## src/design/spicc_pkg.sv

```systemverilog
// Shared constants and types of the serial control and configuration block
package spicc_pkg;

   // ------------------------------------------------------------
   // Register indices on the plain register port
   // ------------------------------------------------------------
   localparam logic [1:0] ADDR_CTRL_ONE = 2'h0;
   localparam logic [1:0] ADDR_CTRL_TWO = 2'h1;
   localparam logic [1:0] ADDR_STATUS = 2'h2;
   localparam logic [1:0] ADDR_DATA = 2'h3;

   // ------------------------------------------------------------
   // Control one fields
   // ------------------------------------------------------------
   localparam int C1_RX_IRQ_EN = 7;
   localparam int C1_ENABLE = 6;
   localparam int C1_TX_IRQ_EN = 5;
   localparam int C1_MASTER = 4;
   localparam int C1_POLARITY = 3;
   localparam int C1_PHASE = 2;
   localparam int C1_SEL_OUT_EN = 1;
   localparam int C1_LOW_FIRST = 0;

   // ------------------------------------------------------------
   // Control two fields
   // ------------------------------------------------------------
   localparam int C2_FAULT_EN = 4;
   localparam int C2_DRIVE_EN = 3;
   localparam int C2_WAIT_STOP = 1;
   localparam int C2_SINGLE_WIRE = 0;

   // ------------------------------------------------------------
   // Status fields
   // ------------------------------------------------------------
   localparam int ST_RX_FULL = 7;
   localparam int ST_TX_EMPTY = 5;
   localparam int ST_FAULT = 4;

   // ------------------------------------------------------------
   // Reset values and timing
   // ------------------------------------------------------------
   localparam logic [7:0] CTRL_ONE_RESET = 8'h00;
   localparam logic [7:0] CTRL_TWO_RESET = 8'h00;
   localparam int CLK_PERIOD_NS = 100;
   localparam int HALF_BIT_NS = 400;
   localparam int HALF_BIT_CYCLES = (HALF_BIT_NS + CLK_PERIOD_NS - 1) / CLK_PERIOD_NS;
   localparam logic [3:0] LAST_EDGE = 4'hf;

   typedef enum logic {
      ST_IDLE = 1'b0,
      ST_XFER = 1'b1
   } spicc_state_type;

endpackage : spicc_pkg

```

## src/design/spicc_top.sv

```systemverilog
// Serial peripheral block: control registers, pin routing and byte shifter
//
// Chosen here: the plain strobed port and the register offsets.
`timescale 1ns/1ps

// What this block does
// - Receive enable requests interrupt while receive-full or fault flag is set.
// - Clearing enable aborts any transfer and resets the state machine.
// - While disabled, receive-full is clear and transmit-empty is set.
// - Transmit enable requests interrupt while transmit-empty is set.
// - Master select: 0 slave, 1 master.
// - Polarity 0 idles clock low, 1 idles clock high.
// - Phase 0 first edge mid first bit, 1 at its start.
// - Bit order 0 sends MSB first, 1 sends LSB first.
// - Master with fault detect off leaves the select pin untouched.
// - Master with fault detect on: select is fault input or automatic output.
// - Slave mode: select pin is always the select input.
// - Single-wire mode: drive enable makes the shared pin input or output.
// - Wait stop halts the shifter while the processor waits.
// - Single-wire uses slave data pin as slave, master data pin as master.
// - Control two bits 7, 6, 5 and 2 read as zero.
// - While disabled, all four pins are released to general I/O.
// - Receive-full sets at transfer end; transmit-empty sets when buffer frees.
module spicc_top #(
   parameter int HALF_BIT = spicc_pkg::HALF_BIT_CYCLES
) (
   // Clock and reset
   input wire logic clk,
   input wire logic rstn,
   // Register port
   input wire logic [1:0] reg_addr,
   input wire logic [7:0] reg_wdata,
   input wire logic reg_wr,
   input wire logic reg_rd,
   output logic [7:0] reg_rdata,
   // Processor state and interrupt request
   input wire logic wait_mode,
   output logic irq,
   // Serial clock pin
   input wire logic serial_clock_pin_in,
   output logic serial_clock_pin_out,
   output logic serial_clock_pin_oe,
   // Master data out pin, shared pin in master single-wire mode
   input wire logic master_shared_data_pin_in,
   output logic master_shared_data_pin_out,
   output logic master_shared_data_pin_oe,
   // Slave data out pin, shared pin in slave single-wire mode
   input wire logic slave_shared_data_pin_in,
   output logic slave_shared_data_pin_out,
   output logic slave_shared_data_pin_oe,
   // Slave select pin
   input wire logic select_pin_in,
   output logic select_pin_out,
   output logic select_pin_oe
);

   // ------------------------------------------------------------
   // Control registers
   // ------------------------------------------------------------
   logic rx_fault_irq_enable;
   logic system_enable_bit;
   logic tx_empty_irq_enable;
   logic master_select;
   logic clock_polarity;
   logic clock_phase;
   logic select_output_enable;
   logic low_bit_first;
   logic fault_detect_enable;
   logic single_wire_drive_enable;
   logic wait_clock_stop;
   logic single_wire_select;

   // ------------------------------------------------------------
   // Status and data path
   // ------------------------------------------------------------
   logic receive_full_flag;
   logic fault_flag;
   logic tx_full;
   logic [7:0] tx_buf;
   logic [7:0] rx_buf;
   logic [7:0] tx_sh;
   logic [7:0] rx_sh;
   logic [3:0] edge_idx;
   logic sck_int;
   logic sck_prev;
   spicc_pkg::spicc_state_type state;

   logic transmit_empty_flag;
   logic [3:0] pins_s;
   logic sck_s;
   logic mosi_s;
   logic miso_s;
   logic sel_s;
   logic run;
   logic div_tick;
   logic slave_tick;
   logic edge_go;
   logic sample_edge;
   logic last_edge;
   logic din;
   logic tx_bit;
   logic master_start;
   logic slave_load;
   logic fault_sense;
   logic wr_c1;
   logic wr_c2;
   logic wr_data;
   logic rd_data;
   logic [7:0] next_rx;
   logic [7:0] next_tx;

   // Disabled block shows an empty buffer at once, not a cycle after the write
   assign transmit_empty_flag = !tx_full || !system_enable_bit;

   // ------------------------------------------------------------
   // Pin synchronisers
   // ------------------------------------------------------------
   spicc_sync #(
      .W(4)
   ) u_sync (
      .clk(clk),
      .rstn(rstn),
      .async_in({serial_clock_pin_in, master_shared_data_pin_in,
                 slave_shared_data_pin_in, select_pin_in}),
      .sync_out(pins_s)
   );

   assign sck_s = pins_s[3];
   assign mosi_s = pins_s[2];
   assign miso_s = pins_s[1];
   assign sel_s = pins_s[0];

   // ------------------------------------------------------------
   // Enables and decodes
   // ------------------------------------------------------------
   // Wait stop freezes the shifter only; the register port stays live
   assign run = system_enable_bit && !(wait_clock_stop && wait_mode);

   spicc_divider #(
      .CYCLES(HALF_BIT)
   ) u_div (
      .clk(clk),
      .rstn(rstn),
      .run(run && master_select && state == spicc_pkg::ST_XFER),
      .tick(div_tick)
   );

   assign wr_c1 = reg_wr && reg_addr == spicc_pkg::ADDR_CTRL_ONE;
   assign wr_c2 = reg_wr && reg_addr == spicc_pkg::ADDR_CTRL_TWO;
   assign wr_data = reg_wr && reg_addr == spicc_pkg::ADDR_DATA;
   assign rd_data = reg_rd && reg_addr == spicc_pkg::ADDR_DATA;

   // Slave shifts only on clock edges seen while select is held low
   assign slave_tick = !master_select && !sel_s && (sck_s != sck_prev);

   assign edge_go = run && (master_select ? (state == spicc_pkg::ST_XFER && div_tick)
                                          : slave_tick);
   // Phase 0 samples on even edges, phase 1 on odd edges
   assign sample_edge = edge_idx[0] == clock_phase;
   assign last_edge = edge_idx == spicc_pkg::LAST_EDGE;

   // Receive pin choice by mode and wire count
   always_comb begin
      if (master_select) begin
         din = single_wire_select ? mosi_s : miso_s;
      end else begin
         din = single_wire_select ? miso_s : mosi_s;
      end
   end

   assign tx_bit = low_bit_first ? tx_sh[0] : tx_sh[7];
   assign next_rx = low_bit_first ? {din, rx_sh[7:1]} : {rx_sh[6:0], din};
   assign next_tx = low_bit_first ? {1'b0, tx_sh[7:1]} : {tx_sh[6:0], 1'b0};

   assign master_start = run && master_select && state == spicc_pkg::ST_IDLE && tx_full;
   assign slave_load = run && !master_select && state == spicc_pkg::ST_IDLE
                       && tx_full && !edge_go;

   // Another master pulling select low while fault detect input is active
   assign fault_sense = system_enable_bit && master_select && fault_detect_enable
                        && !select_output_enable && !sel_s;

   // ------------------------------------------------------------
   // Register writes
   // ------------------------------------------------------------
   always_ff @(posedge clk or negedge rstn) begin
      if (!rstn) begin
         {rx_fault_irq_enable, system_enable_bit, tx_empty_irq_enable, master_select,
          clock_polarity, clock_phase, select_output_enable, low_bit_first}
            <= spicc_pkg::CTRL_ONE_RESET;
      end else if (wr_c1) begin
         rx_fault_irq_enable <= reg_wdata[spicc_pkg::C1_RX_IRQ_EN];
         system_enable_bit <= reg_wdata[spicc_pkg::C1_ENABLE];
         tx_empty_irq_enable <= reg_wdata[spicc_pkg::C1_TX_IRQ_EN];
         master_select <= reg_wdata[spicc_pkg::C1_MASTER];
         clock_polarity <= reg_wdata[spicc_pkg::C1_POLARITY];
         clock_phase <= reg_wdata[spicc_pkg::C1_PHASE];
         select_output_enable <= reg_wdata[spicc_pkg::C1_SEL_OUT_EN];
         low_bit_first <= reg_wdata[spicc_pkg::C1_LOW_FIRST];
      end
   end

   always_ff @(posedge clk or negedge rstn) begin
      if (!rstn) begin
         fault_detect_enable <= spicc_pkg::CTRL_TWO_RESET[spicc_pkg::C2_FAULT_EN];
         single_wire_drive_enable <= spicc_pkg::CTRL_TWO_RESET[spicc_pkg::C2_DRIVE_EN];
         wait_clock_stop <= spicc_pkg::CTRL_TWO_RESET[spicc_pkg::C2_WAIT_STOP];
         single_wire_select <= spicc_pkg::CTRL_TWO_RESET[spicc_pkg::C2_SINGLE_WIRE];
      end else if (wr_c2) begin
         fault_detect_enable <= reg_wdata[spicc_pkg::C2_FAULT_EN];
         single_wire_drive_enable <= reg_wdata[spicc_pkg::C2_DRIVE_EN];
         wait_clock_stop <= reg_wdata[spicc_pkg::C2_WAIT_STOP];
         single_wire_select <= reg_wdata[spicc_pkg::C2_SINGLE_WIRE];
      end
   end

   // ------------------------------------------------------------
   // Register reads, one cycle after the strobe
   // ------------------------------------------------------------
   always_ff @(posedge clk or negedge rstn) begin
      if (!rstn) begin
         reg_rdata <= 8'h00;
      end else if (reg_rd) begin
         case (reg_addr)
            spicc_pkg::ADDR_CTRL_ONE: begin
               reg_rdata <= {rx_fault_irq_enable, system_enable_bit, tx_empty_irq_enable,
                             master_select, clock_polarity, clock_phase,
                             select_output_enable, low_bit_first};
            end
            spicc_pkg::ADDR_CTRL_TWO: begin
               reg_rdata <= {3'h0, fault_detect_enable, single_wire_drive_enable, 1'b0,
                             wait_clock_stop, single_wire_select};
            end
            spicc_pkg::ADDR_STATUS: begin
               reg_rdata <= {receive_full_flag, 1'b0, transmit_empty_flag, fault_flag, 4'h0};
            end
            spicc_pkg::ADDR_DATA: begin
               reg_rdata <= rx_buf;
            end
            default: begin
               reg_rdata <= 8'h00;
            end
         endcase
      end else begin
         reg_rdata <= 8'h00;
      end
   end

   // ------------------------------------------------------------
   // Transmit buffer
   // ------------------------------------------------------------
   // A write while the buffer is still full is dropped, never overwrites
   always_ff @(posedge clk or negedge rstn) begin
      if (!rstn) begin
         tx_full <= 1'b0;
         tx_buf <= 8'h00;
      end else if (!system_enable_bit) begin
         tx_full <= 1'b0;
      end else if (master_start || slave_load) begin
         tx_full <= 1'b0;
      end else if (wr_data && !tx_full) begin
         tx_full <= 1'b1;
         tx_buf <= reg_wdata;
      end
   end

   // ------------------------------------------------------------
   // Receive flag and buffer
   // ------------------------------------------------------------
   always_ff @(posedge clk or negedge rstn) begin
      if (!rstn) begin
         receive_full_flag <= 1'b0;
         rx_buf <= 8'h00;
      end else if (!system_enable_bit) begin
         receive_full_flag <= 1'b0;
      end else if (edge_go && last_edge) begin
         receive_full_flag <= 1'b1;
         rx_buf <= sample_edge ? next_rx : rx_sh;
      end else if (rd_data) begin
         receive_full_flag <= 1'b0;
      end
   end

   // ------------------------------------------------------------
   // Fault flag
   // ------------------------------------------------------------
   // Set wins over the clearing write to control one
   always_ff @(posedge clk or negedge rstn) begin
      if (!rstn) begin
         fault_flag <= 1'b0;
      end else if (fault_sense) begin
         fault_flag <= 1'b1;
      end else if (wr_c1) begin
         fault_flag <= 1'b0;
      end
   end

   // ------------------------------------------------------------
   // Transfer state machine and shifters
   // ------------------------------------------------------------
   always_ff @(posedge clk or negedge rstn) begin
      if (!rstn) begin
         state <= spicc_pkg::ST_IDLE;
         edge_idx <= 4'h0;
      end else if (!system_enable_bit || fault_sense) begin
         state <= spicc_pkg::ST_IDLE;
         edge_idx <= 4'h0;
      end else if (!master_select && sel_s) begin
         state <= spicc_pkg::ST_IDLE;
         edge_idx <= 4'h0;
      end else begin
         case (state)
            spicc_pkg::ST_IDLE: begin
               if (master_start) begin
                  state <= spicc_pkg::ST_XFER;
               end else if (edge_go) begin
                  state <= spicc_pkg::ST_XFER;
                  edge_idx <= 4'h1;
               end
            end
            spicc_pkg::ST_XFER: begin
               if (edge_go) begin
                  edge_idx <= edge_idx + 4'h1;
                  if (last_edge) begin
                     state <= spicc_pkg::ST_IDLE;
                  end
               end
            end
            default: begin
               state <= spicc_pkg::ST_IDLE;
            end
         endcase
      end
   end

   always_ff @(posedge clk or negedge rstn) begin
      if (!rstn) begin
         tx_sh <= 8'h00;
         rx_sh <= 8'h00;
      end else if (master_start || slave_load) begin
         tx_sh <= tx_buf;
      end else if (edge_go) begin
         if (sample_edge) begin
            rx_sh <= next_rx;
         end else if (edge_idx != 4'h0) begin
            tx_sh <= next_tx;
         end
      end
   end

   // Master serial clock toggles on every half-bit edge from its idle level
   always_ff @(posedge clk or negedge rstn) begin
      if (!rstn) begin
         sck_int <= 1'b0;
      end else if (state == spicc_pkg::ST_IDLE) begin
         sck_int <= clock_polarity;
      end else if (edge_go && master_select) begin
         sck_int <= !sck_int;
      end
   end

   always_ff @(posedge clk or negedge rstn) begin
      if (!rstn) begin
         sck_prev <= 1'b0;
      end else begin
         sck_prev <= sck_s;
      end
   end

   // ------------------------------------------------------------
   // Interrupt request
   // ------------------------------------------------------------
   assign irq = (rx_fault_irq_enable && (receive_full_flag || fault_flag))
                || (tx_empty_irq_enable && transmit_empty_flag);

   // ------------------------------------------------------------
   // Pin routing
   // ------------------------------------------------------------
   // Disabled block releases every pin to general I/O
   always_comb begin
      serial_clock_pin_out = sck_int;
      serial_clock_pin_oe = 1'b0;
      master_shared_data_pin_out = tx_bit;
      master_shared_data_pin_oe = 1'b0;
      slave_shared_data_pin_out = tx_bit;
      slave_shared_data_pin_oe = 1'b0;
      select_pin_out = 1'b0;
      select_pin_oe = 1'b0;
      if (system_enable_bit) begin
         if (master_select) begin
            serial_clock_pin_oe = 1'b1;
            master_shared_data_pin_oe = !single_wire_select
                                        || single_wire_drive_enable;
            // Select driven low only for the length of a transfer
            select_pin_out = state != spicc_pkg::ST_XFER;
            select_pin_oe = fault_detect_enable && select_output_enable;
         end else begin
            // Slave drives only while selected, so shared lines stay free
            slave_shared_data_pin_oe = !sel_s && (!single_wire_select
                                       || single_wire_drive_enable);
         end
      end
   end

endmodule : spicc_top

```

## src/design/spicc_sync.sv

```systemverilog
// Two-flop synchroniser for a group of pin inputs
`timescale 1ns/1ps
module spicc_sync #(
   parameter int W = 4
) (
   // Clock and reset
   input wire logic clk,
   input wire logic rstn,
   // Pins in, synchronised levels out
   input wire logic [W-1:0] async_in,
   output logic [W-1:0] sync_out
);

   logic [W-1:0] meta;

   always_ff @(posedge clk or negedge rstn) begin
      if (!rstn) begin
         meta <= '0;
         sync_out <= '0;
      end else begin
         meta <= async_in;
         sync_out <= meta;
      end
   end

endmodule : spicc_sync

```

## src/design/spicc_divider.sv

```systemverilog
// Half-bit tick divider for master mode
`timescale 1ns/1ps
module spicc_divider #(
   parameter int CYCLES = 4
) (
   // Clock and reset
   input wire logic clk,
   input wire logic rstn,
   // Control and tick
   input wire logic run,
   output logic tick
);

   logic [15:0] count;

   // Restarts whenever run drops, so every transfer begins with a full half bit
   always_ff @(posedge clk or negedge rstn) begin
      if (!rstn) begin
         count <= 16'h0000;
         tick <= 1'b0;
      end else if (!run) begin
         count <= 16'h0000;
         tick <= 1'b0;
      end else if (count == 16'(CYCLES - 1)) begin
         count <= 16'h0000;
         tick <= 1'b1;
      end else begin
         count <= count + 16'h0001;
         tick <= 1'b0;
      end
   end

endmodule : spicc_divider

```

## config.mk

```make
export PLATFORM = sky130hd
export DESIGN_NAME = spicc_top
export DESIGN_NICKNAME = d
export VERILOG_FILES = /design/src/design/spicc_pkg.sv /design/src/design/spicc_top.sv /design/src/design/spicc_sync.sv /design/src/design/spicc_divider.sv
export SDC_FILE = /design/constraint.sdc
export NUM_CORES = 1
export LEC_CHECK = 0
export BUFFER_PORTS_ARGS = -buffer_cell sky130_fd_sc_hd__buf_2
export CAP_MARGIN = 10
export CELL_PAD_IN_SITES_DETAIL_PLACEMENT = 1
export CELL_PAD_IN_SITES_GLOBAL_PLACEMENT = 1
export CORE_MARGIN = 3
export CORE_UTILIZATION = 43
export DETAILED_ROUTE_END_ITERATION = 12
export GPL_TIMING_DRIVEN = 0
export PLACE_DENSITY = 0.73
export SYNTH_ARGS = -nofsm -noshare
export SYNTH_HDL_FRONTEND = slang
export SYNTH_SLANG_ARGS = --single-unit
```

## constraint.sdc

```tcl
create_clock -name clk -period 5.5 [get_ports clk]
set_clock_uncertainty 0.15 [all_clocks]
set_input_delay 1.1 -clock clk [delete_from_list [all_inputs] [get_ports clk]]
set_output_delay 1.1 -clock clk [all_outputs]
set_load 0.03 [all_outputs]
```

==> results of run 1 <==
path summary, 6_finish.rpt:
kind | from | to | slack (ns) | cells past startpoint
min in group asynchronous | rstn | tx_sh[4] | 0.54 | 1
worst min-delay path | u_sync.meta[3] | u_sync.sync_out[3] | 0.21 | 0
worst min register to register | u_sync.meta[3] | u_sync.sync_out[3] | 0.21 | 0
worst max register to register | u_div.count[0] | u_div.count[11] | 3.14 | 6
worst max-delay path | low_bit_first | slave_shared_data_pin_out | 2.11 | 5
max in group asynchronous | rstn | u_div.tick | 4.02 | 2
layer usage:
layer	share of wire	wire, um
met5	0	0
met4	0.019	210
met3	0.029	317
met2	0.47	5090
met1	0.48	5180
logic make-up after synthesis:
kind of cell             Yosys count  share of synthesized area
multiplexers                      41                      0.110
AO/OA/AOI/OAI                     80                      0.127
XOR/XNOR                          12                     0.0253
adder cells (fa/ha/maj)            3                    0.00905
AND/OR/NAND/NOR                  133                      0.163
buffers and inverters             40                     0.0410
flip-flops                        87                      0.525
power by group:
group | total [W] | switching, W | internal [W]
Clock | 0.000428 | 0.000239 | 0.000189
Combinational | 0.000421 | 0.000253 | 0.000168
Sequential | 0.000841 | 0.0000899 | 0.000751
per-stage QoR:
step / utilization / setup slack, ns / instance area (um^2) / power (W)
final: 0.503 / 2.11 / 4690 / 0.00169
after global routing: 0.503 / 1.95 / 4690 / 0.00179
after CTS: 0.503 / 2.09 / 4690 / 0.00170
after detailed placement: 0.483 / 2.50 / 4500 / 0.00127
after global placement: 0.480 / 2.37 / 4470 / 0.00125
after floorplan: - / 2.77 / 4150 / 0.00112
cell type report:
class / count / share of cell area
timing repair buffer: 34 / 0.0416
tap: 129 / 0.0344
clock inverter: 4 / 0.00641
sequential: 87 / 0.464
clock buffer: 12 / 0.0331
multi-input combinational: 269 / 0.384
buffer: 19 / 0.0195
inverter: 21 / 0.0168
critical path: cells and delay by family (launching register included):
kind / cells / cell delay (ns)
buf+inv: 4 / 1.05
flops: 1 / 0.33
mux: 1 / 0.41
registers in the layout, indices dropped and copies added (netlist names), 4 cells and up:
signal / count
u_div.count: 16
rx_buf: 8
tx_buf: 8
reg_rdata: 8
edge_idx: 4
u_sync.sync_out: 4
rx_sh: 8
tx_sh: 8
u_sync.meta: 4
synthesized netlist by cell type, types with 5 or more instances:
cell type | instances | area (um^2)
mux2i_1 | 18 | 180
nand3_1 | 21 | 105
inv_1 | 21 | 78.8
mux2_2 | 21 | 236
xnor2_1 | 6 | 52.6
a211oi_1 | 9 | 67.6
clkbuf_1 | 7 | 26.3
xor2_1 | 6 | 52.6
nor2b_1 | 5 | 31.3
o21ai_0 | 22 | 110
dfrtp_1 | 87 | 2180
a311oi_1 | 5 | 43.8
nand2_1 | 27 | 101
a21oi_1 | 21 | 105
nand4_1 | 5 | 31.3
nor2_1 | 38 | 143
or3_1 | 6 | 37.5
buf_2 | 10 | 50.1
and2_1 | 7 | 43.8
==> results.ini, run 1 <==
[run_status]
status = complete, no violations

[place]
gp_congestion = 0.803
place.port_buffers = 33
dp_hpwl_um = 7910
dp.cells = 559

[yosys]
synth_cell_types = 57
postSynthAreaPerCell_um2 = 10.5
netlist_area_um2 = 4150
synth-seq-area-share = 0.525
synthesis.instances = 396
ys_warn_count = 0
ys.flop_type = dfrtp_1
synth_edf_count = 0
synthArstFlopShare = 1.00
syn_nets = 418
synth-seq-cells = 87

[pwr]
p_leak_nw = 2.01
p_per_area_nw_per_um2 = 360
peakVddDrop_uv = 135

[route]
antenna_left = 0
drtIter0Drc = 125
dr.pass1.iters = 4
post_drt_via_cell_ratio = 5.50
drc = 0
routed-via-count = 3164
wl_per_cell_um = 18.8
routed_wl_um = 10800

[global_route]
top_usage_layer = met2
grt_use_met2 = 0.329
grt_max_degree = 54
grt_use_met3 = 0.0310
antenna_found_initial = 0
grt.met1_usage = 0.296
grt_pass1_vias = 3344
overflow = 0
grt_usage = 0.209
grt_first_pass_wirelength_um = 18000

[cts]
ctsHoldBuffers = 0
clock-sinks = 87
clockBufferDepth = 2
clk_latency_ns = 0.36
path_clk_slew_ns = 0.09
cts_root_buf = clkbuf_8
cts_tree = built
cts_resized = 0
cts_post_setup_buffers_inserted = 0
cts-htree-levels = 3
numCtsBuffers = 9

[timing]
rsz0062_at_grt = no
relSlewSlack = 0.595
hold_viol = 0
worst_pin_slew_ns = 0.599
setup_viol = 0
slew_violations = 0
fmax_mhz = 295
finalCritPeriodShare = 0.617
final.setup.tns_ns = 0
fin_hold_ws_ns = 0.209
post-route-min-period_ns = 3.39

[floorplanning]
rows = 35
die_y_um = 104
die_x_um = 104
io_pins = 36
core_um2 = 9330
start_util = 0.445
dieArea_um2 = 10900

[layout]
mostFrequentLayoutCells = dfrtp_1, buf_2, nor2_1, nand2_1, o21ai_0
insertedDiodeCount = 0
drive_gt1_frac = 0.209
nets = 463
multi_input_area_um2 = 1800
synthToLayoutAreaGrowth_pct = 13.1
final-seq-area_um2 = 2180
final_cells = 575
n_fill_cell = 1051
final_common_cell = dfrtp_1

[worst_hold_path]
hp-class = flip-flop to flip-flop

[worst_setup_path]
crit_top_cell = buf_2
crit_chain = buf_2 > clkbuf_1 > mux2_2 > buf_4 > buf_2
cp-start-kind = flip-flop
critPathMaxFanout = 10
worst-setup-path-type = flip-flop to output port
crit_path_end_kind = output port
cp_slowest_cell = clkbuf_1
worst_ep_required_time_ns = 4.25
critical_path_arrival_ns = 2.14
cpPeakStageDelay_ns = 0.47

[flow_run]
maxCapViolCount = 0

Note: power is estimated with default switching activity, not from simulation.
==> run 2: changes to the inputs <==
Settings changed: CORE_UTILIZATION 43 to 42, PLACE_DENSITY 0.73 to 0.74.
Clock period 5.5 ns to 3 ns, I/O delays scaled along.
==> run 2 against run 1 <==
  * Sequential power is 83% higher
  * Register-to-register slack worse by 2.4 ns
  * Via count fell by 1.1%
  * Non-clock buffer count down 1
  * Worst setup slack lost 1.6 ns
  * Global-route usage down 1.1 points
  * First-iteration DRC count increased by 0.80%
  * Count of clock-buffer cells in the layout fell by 3
  * Largest cell class unchanged
  * Highest routed layer unchanged
==> results.ini, run 2 (synthesized netlist as in run 1, its figures left out) <==
[global_route]
grt_first_pass_wirelength_um = 17300  ; was 18000 um
grt_usage = 0.198  ; was 0.209
grt_pass1_vias = 3329  ; was 3344
overflow = 0  ; unchanged
grt_max_degree = 53  ; was 54
antenna_found_initial = 0  ; unchanged

[route]
routed_wl_um = 10300  ; was 10800 um
drtIter0Drc = 126  ; was 125
antenna_left = 0  ; unchanged
drc = 0  ; unchanged
dr.pass1.iters = 4  ; unchanged
routed-via-count = 3129  ; was 3164
post_drt_via_cell_ratio = 5.45  ; was 5.50
wl_per_cell_um = 17.9  ; was 18.8 um

[timing]
post-route-min-period_ns = 2.54
fmax_mhz = 394
setup_viol = 0  ; unchanged
final.setup.tns_ns = 0  ; unchanged
slew_violations = 0  ; unchanged
hold_viol = 0  ; unchanged
finalCritPeriodShare = 0.846
worst_pin_slew_ns = 0.602  ; was 0.599 ns
relSlewSlack = 0.595  ; about the same
rsz0062_at_grt = no  ; unchanged

[layout]
insertedDiodeCount = 0  ; unchanged
n_fill_cell = 1050  ; was 1051
final_common_cell = dfrtp_1  ; unchanged
fin_area_um2 = 4740  ; was 4690 um^2
nets = 462  ; was 463
mostFrequentLayoutCells = dfrtp_1, buf_2, nor2_1, nand2_1, o21ai_0  ; unchanged
synthToLayoutAreaGrowth_pct = 14.4  ; was 13.1%
drive_gt1_frac = 0.211  ; was 0.209
regMostFlops = u_div.count  ; unchanged
largest_register_ffs = 16  ; unchanged

[worst_setup_path]
reg2reg_to = rx_sh[7]  ; was u_div.count[11]
cp-start-kind = flip-flop  ; unchanged
worstReg2RegStart = system_enable_bit  ; was u_div.count[0]
r2r.worst_path.cells = 6  ; unchanged
crit_start = low_bit_first  ; unchanged
critical_path_arrival_ns = 1.79  ; was 2.14 ns
worst_ep_required_time_ns = 2.25  ; was 4.25 ns
reg2reg_setup_slack_ns = 0.70  ; was 3.14 ns
critPathMaxFanout = 19  ; was 10
worst-setup-path-type = flip-flop to output port  ; unchanged
crit_path_end_kind = output port  ; unchanged

[cts]
cts_resized = 0  ; unchanged
clockBufferDepth = 2  ; unchanged
clk_latency_ns = 0.36  ; about the same
numCtsBuffers = 9  ; unchanged
cts_post_setup_buffers_inserted = 0  ; unchanged
clock-sinks = 87  ; unchanged
cts_tree = built  ; unchanged
cts-htree-levels = 3  ; unchanged
cts_root_buf = clkbuf_8  ; unchanged
path_clk_slew_ns = 0.09  ; about the same
ctsHoldBuffers = 0  ; unchanged

[floorplanning]
io_pins = 36  ; unchanged
core_um2 = 9420  ; was 9330 um^2
rows = 35  ; unchanged
die_y_um = 105  ; was 104 um
start_util = 0.440  ; was 0.445
dieArea_um2 = 11100  ; was 10900 um^2
die_x_um = 105  ; was 104 um

[pwr]
p_leak_nw = 2.05  ; was 2.01 nW
p_per_area_nw_per_um2 = 695  ; was 360 nW/um^2
peakVddDrop_uv = 370  ; was 135 uV

[worst_hold_path]
hp-class = input port to async pin  ; was flip-flop to flip-flop

[flow_run]
maxCapViolCount = 0  ; unchanged

[place]
dp_hpwl_um = 7450  ; was 7910 um
place.port_buffers = 33  ; unchanged
gp_congestion = 0.827  ; was 0.803
place_area_um2 = 4500  ; unchanged

[run_status]
status = complete, no violations  ; unchanged

==> run 2: changes by cell type in the layout (fill, tap and decap cells not counted) <==
cell / change
clkinv_4: +1
clkbuf_8: -2
bufinv_16: +3
clkbuf_1: -2
inv_6: +1
clkinv_2: +1
clkinvlp_4: -3
==> run 2: worst max path at each step <==
stage	end	slack, ns
2_1_floorplan	slave_shared_data_pin_out	0.77
3_3_place_gp	u_div.count[7]	0.36
3_5_place_dp	tx_buf[4]	0.49
4_1_cts	slave_shared_data_pin_out	0.09
5_1_grt	slave_shared_data_pin_out	0.33
6_report	slave_shared_data_pin_out	0.46
==> run 2: cell type report <==
class                           count  area (um^2)  share of cell area
Timing Repair Buffer               34          195              0.0412
Clock buffer                        9          124              0.0261
Buffer                             18         87.6              0.0185
Clock inverter                      7          120              0.0253
Multi-Input combinational cell    269         1800               0.379
Inverter                           21         78.8              0.0166
Sequential cell                    87         2180               0.459
Tap cell                          129          161              0.0340
==> run 2: per-layer routing <==
metal	track usage	share of wire	vias to the layer above
li1	-	-	1498
met1	0.281	0.48	1571
met2	0.306	0.47	45
met3	0.0361	0.033	15
met4	0.0656	0.016	0
met5	0	0	-
==> run 2: power breakdown <==
| part | total [W] | switching (W) | internal [W] |
|---|---|---|---|
| Clock | 0.000996 | 0.000440 | 0.000556 |
| Sequential | 0.00154 | 0.000165 | 0.00138 |
| Combinational | 0.000759 | 0.000452 | 0.000307 |
| Total | 0.00330 | 0.00106 | 0.00224 |
==> run 2: metrics by stage <==
stage | std cells | util | total power, W | setup slack, ns | hold slack [ns]
2_1_floorplan | 396 | - | 0.00206 | 0.771 | 0.154
3_3_place_gp | 558 | 0.475 | 0.00229 | 0.365 | 0.183
3_5_place_dp | 559 | 0.478 | 0.00232 | 0.493 | 0.186
4_1_cts | 575 | 0.504 | 0.00333 | 0.0877 | 0.0514
5_1_grt | 574 | 0.504 | 0.00349 | 0.325 | 0.0638
6_report | 574 | 0.504 | 0.00330 | 0.463 | 0.0449
==> run 2: worst max-delay path, stage by stage (launching register included) <==
cell and delay (ns):
dfrtp_1 0.33, buf_2 0.40, mux2_2 0.40, buf_4 0.13
buf_2 0.16
==> run 3: changes to the inputs <==
Clock period 3 ns to 2.3 ns, I/O delays scaled along.
==> run 3 against run 2 <==
  * Register-to-register slack got worse by 0.61 ns
  * Clock power increased by 31%
  * Sequential cell count unchanged
  * Sequential power increased by 31%
  * Final cell count increased by 0.52%
  * Critical path depth increased by 1
  * Non-clock buffer count increased by 3
  * Routed wire length increased by 0.37%
  * First-iteration DRC count increased by 17%
  * Design area increased by 1.2%
  * Die area unchanged
  * Critical path type is now flip-flop to flip-flop
==> results.ini, run 3 (synthesized netlist as in run 1, its figures left out) <==
[worst_setup_path]
critical_path_arrival_ns = 2.30  ; was 1.79 ns
critPathMaxFanout = 10  ; was 19
cp_slowest_cell = dfrtp_1  ; was buf_2
crit_chain = nand2_2 > or3_4 > buf_2 > a21oi_2 > mux2_2  ; was buf_2 > mux2_2 > buf_4 > buf_2
cpPeakStageDelay_ns = 0.53  ; was 0.40 ns
crit_path_end_kind = flip-flop  ; was output port
worst-setup-path-type = flip-flop to flip-flop  ; was flip-flop to output port
worst_ep_required_time_ns = 2.39  ; was 2.25 ns
cp-start-kind = flip-flop  ; unchanged

[worst_hold_path]
hp-class = input port to flip-flop  ; was input port to async pin

[global_route]
grt_first_pass_wirelength_um = 17200  ; was 17300 um
top_usage_layer = met2  ; unchanged
grt_usage = 0.197  ; was 0.198
grt_pass1_vias = 3319  ; was 3329
antenna_found_initial = 0  ; unchanged
grt_use_met2 = 0.302  ; was 0.306
overflow = 0  ; unchanged
grt_max_degree = 53  ; unchanged
grt.met1_usage = 0.280  ; was 0.281
grt_use_met3 = 0.0355  ; was 0.0361

[timing]
hold_viol = 0  ; unchanged
fmax_mhz = 453
worst_pin_slew_ns = 0.602  ; about the same
setup_viol = 0  ; unchanged
rsz0062_at_grt = no  ; unchanged
final.setup.tns_ns = 0  ; unchanged
slew_violations = 0  ; unchanged
relSlewSlack = 0.595  ; about the same
finalCritPeriodShare = 0.959
post-route-min-period_ns = 2.21

[pwr]
peakVddDrop_uv = 499  ; was 370 uV
p_per_area_nw_per_um2 = 899  ; was 695 nW/um^2
p_leak_nw = 2.07  ; was 2.05 nW

[place]
dp_hpwl_um = 7450  ; unchanged
place.port_buffers = 33  ; unchanged
place_area_um2 = 4500  ; unchanged
gp_congestion = 0.827  ; unchanged
dp.cells = 559  ; unchanged

[layout]
fin_area_um2 = 4800  ; was 4740 um^2
synthToLayoutAreaGrowth_pct = 15.8  ; was 14.4%
insertedDiodeCount = 0  ; unchanged
final_common_cell = dfrtp_1  ; unchanged
nets = 465  ; was 462
post-route-util = 0.510  ; was 0.504
n_fill_cell = 1049  ; was 1050
final_cells = 577  ; was 574
regMostFlops = u_div.count  ; unchanged
mostFrequentLayoutCells = dfrtp_1, buf_2, nor2_1, nand2_1, o21ai_0  ; unchanged
largest_register_ffs = 16  ; unchanged
drive_gt1_frac = 0.219  ; was 0.211

[floorplanning]
die_x_um = 105  ; unchanged
core_um2 = 9420  ; unchanged
rows = 35  ; unchanged
dieArea_um2 = 11100  ; unchanged
die_y_um = 105  ; unchanged
io_pins = 36  ; unchanged
start_util = 0.440  ; unchanged

[cts]
clockBufferDepth = 2  ; unchanged
cts_root_buf = clkbuf_8  ; unchanged
numCtsBuffers = 9  ; unchanged
clock-sinks = 87  ; unchanged
clk_latency_ns = 0.36  ; about the same
path_clk_slew_ns = 0.09  ; about the same
cts-htree-levels = 3  ; unchanged
cts_tree = built  ; unchanged

[run_status]
status = complete, no violations  ; unchanged

[route]
drc = 0  ; unchanged
routed-via-count = 3149  ; was 3129
post_drt_via_cell_ratio = 5.46  ; was 5.45
antenna_left = 0  ; unchanged
wl_per_cell_um = 17.9  ; about the same
routed_wl_um = 10300  ; about the same
drtIter0Drc = 148  ; was 126
dr.pass1.iters = 5  ; was 4

[flow_run]
maxCapViolCount = 0  ; unchanged

==> run 3: what timing repair did <==
item | in CTS | in global routing
hold buffers | 1 | 0
hold endpoints to repair | 35 | 0
endpoints found under the setup margin | 3 | 15
pin swaps | 0 | 1
setup buffers | 0 | 2
gates resized for setup | 2 | 7
==> run 3: final timing paths <==
path / end / slack [ns] / from / cells after the start
max: rx_sh[7] / 0.09 / master_select / 5
min: u_sync.meta[0] / 0.05 / select_pin_in / 1
min in group asynchronous: tx_sh[4] / 0.45 / rstn / 2
max in group asynchronous: u_div.count[4] / 0.93 / rstn / 3
min reg2reg: u_sync.sync_out[3] / 0.20 / u_sync.meta[3] / 0
max reg2reg: rx_sh[7] / 0.09 / master_select / 5
==> run 3: final cells by class <==
class,count,area [um^2],share of cell area
plain buffers,18,97.6,0.0203
clock buffers,9,124,0.0258
clock inverters,7,120,0.0250
inverters,21,78.8,0.0164
multi-input cells,269,1810,0.376
flip-flops and latches,87,2180,0.453
well taps,129,161,0.0336
repair buffers,37,235,0.0490
==> run 3: critical path: cells and delay by family, from the launching register on <==
kind | cells | cell delay [ns]
and+or+nand+nor | 2 | 0.67
AOI/OAI and AO/OA | 1 | 0.18
DFF | 1 | 0.53
buffers and inverters | 1 | 0.21
muxes | 1 | 0.36
==> run 3: per-stage QoR <==
stage | power [W] | hold WS, ns | setup WS [ns]
after global placement | 0.00299 | 0.183 | -0.195
after CTS | 0.00435 | 0.0268 | 0.0182
after floorplan | 0.00268 | 0.0144 | 0.211
after detailed placement | 0.00303 | 0.186 | -0.0669
final | 0.00432 | 0.0513 | 0.0941
after global routing | 0.00456 | 0.0201 | 0.00406
==> run 3: power breakdown <==
group	switching (W)	internal [W]	total [W]	leakage (nW)
registers	0.000218	0.00179	0.00201	1.08
logic	0.000591	0.000411	0.00100	0.874
clock network	0.000576	0.000725	0.00130	0.120
total	0.00138	0.00293	0.00432	2.07
==> run 3: metal layers <==
metal,share of wire,vias up
li1,-,1503
met3,0.029,19
met1,0.48,1573
met5,0,-
met2,0.47,54
met4,0.020,0
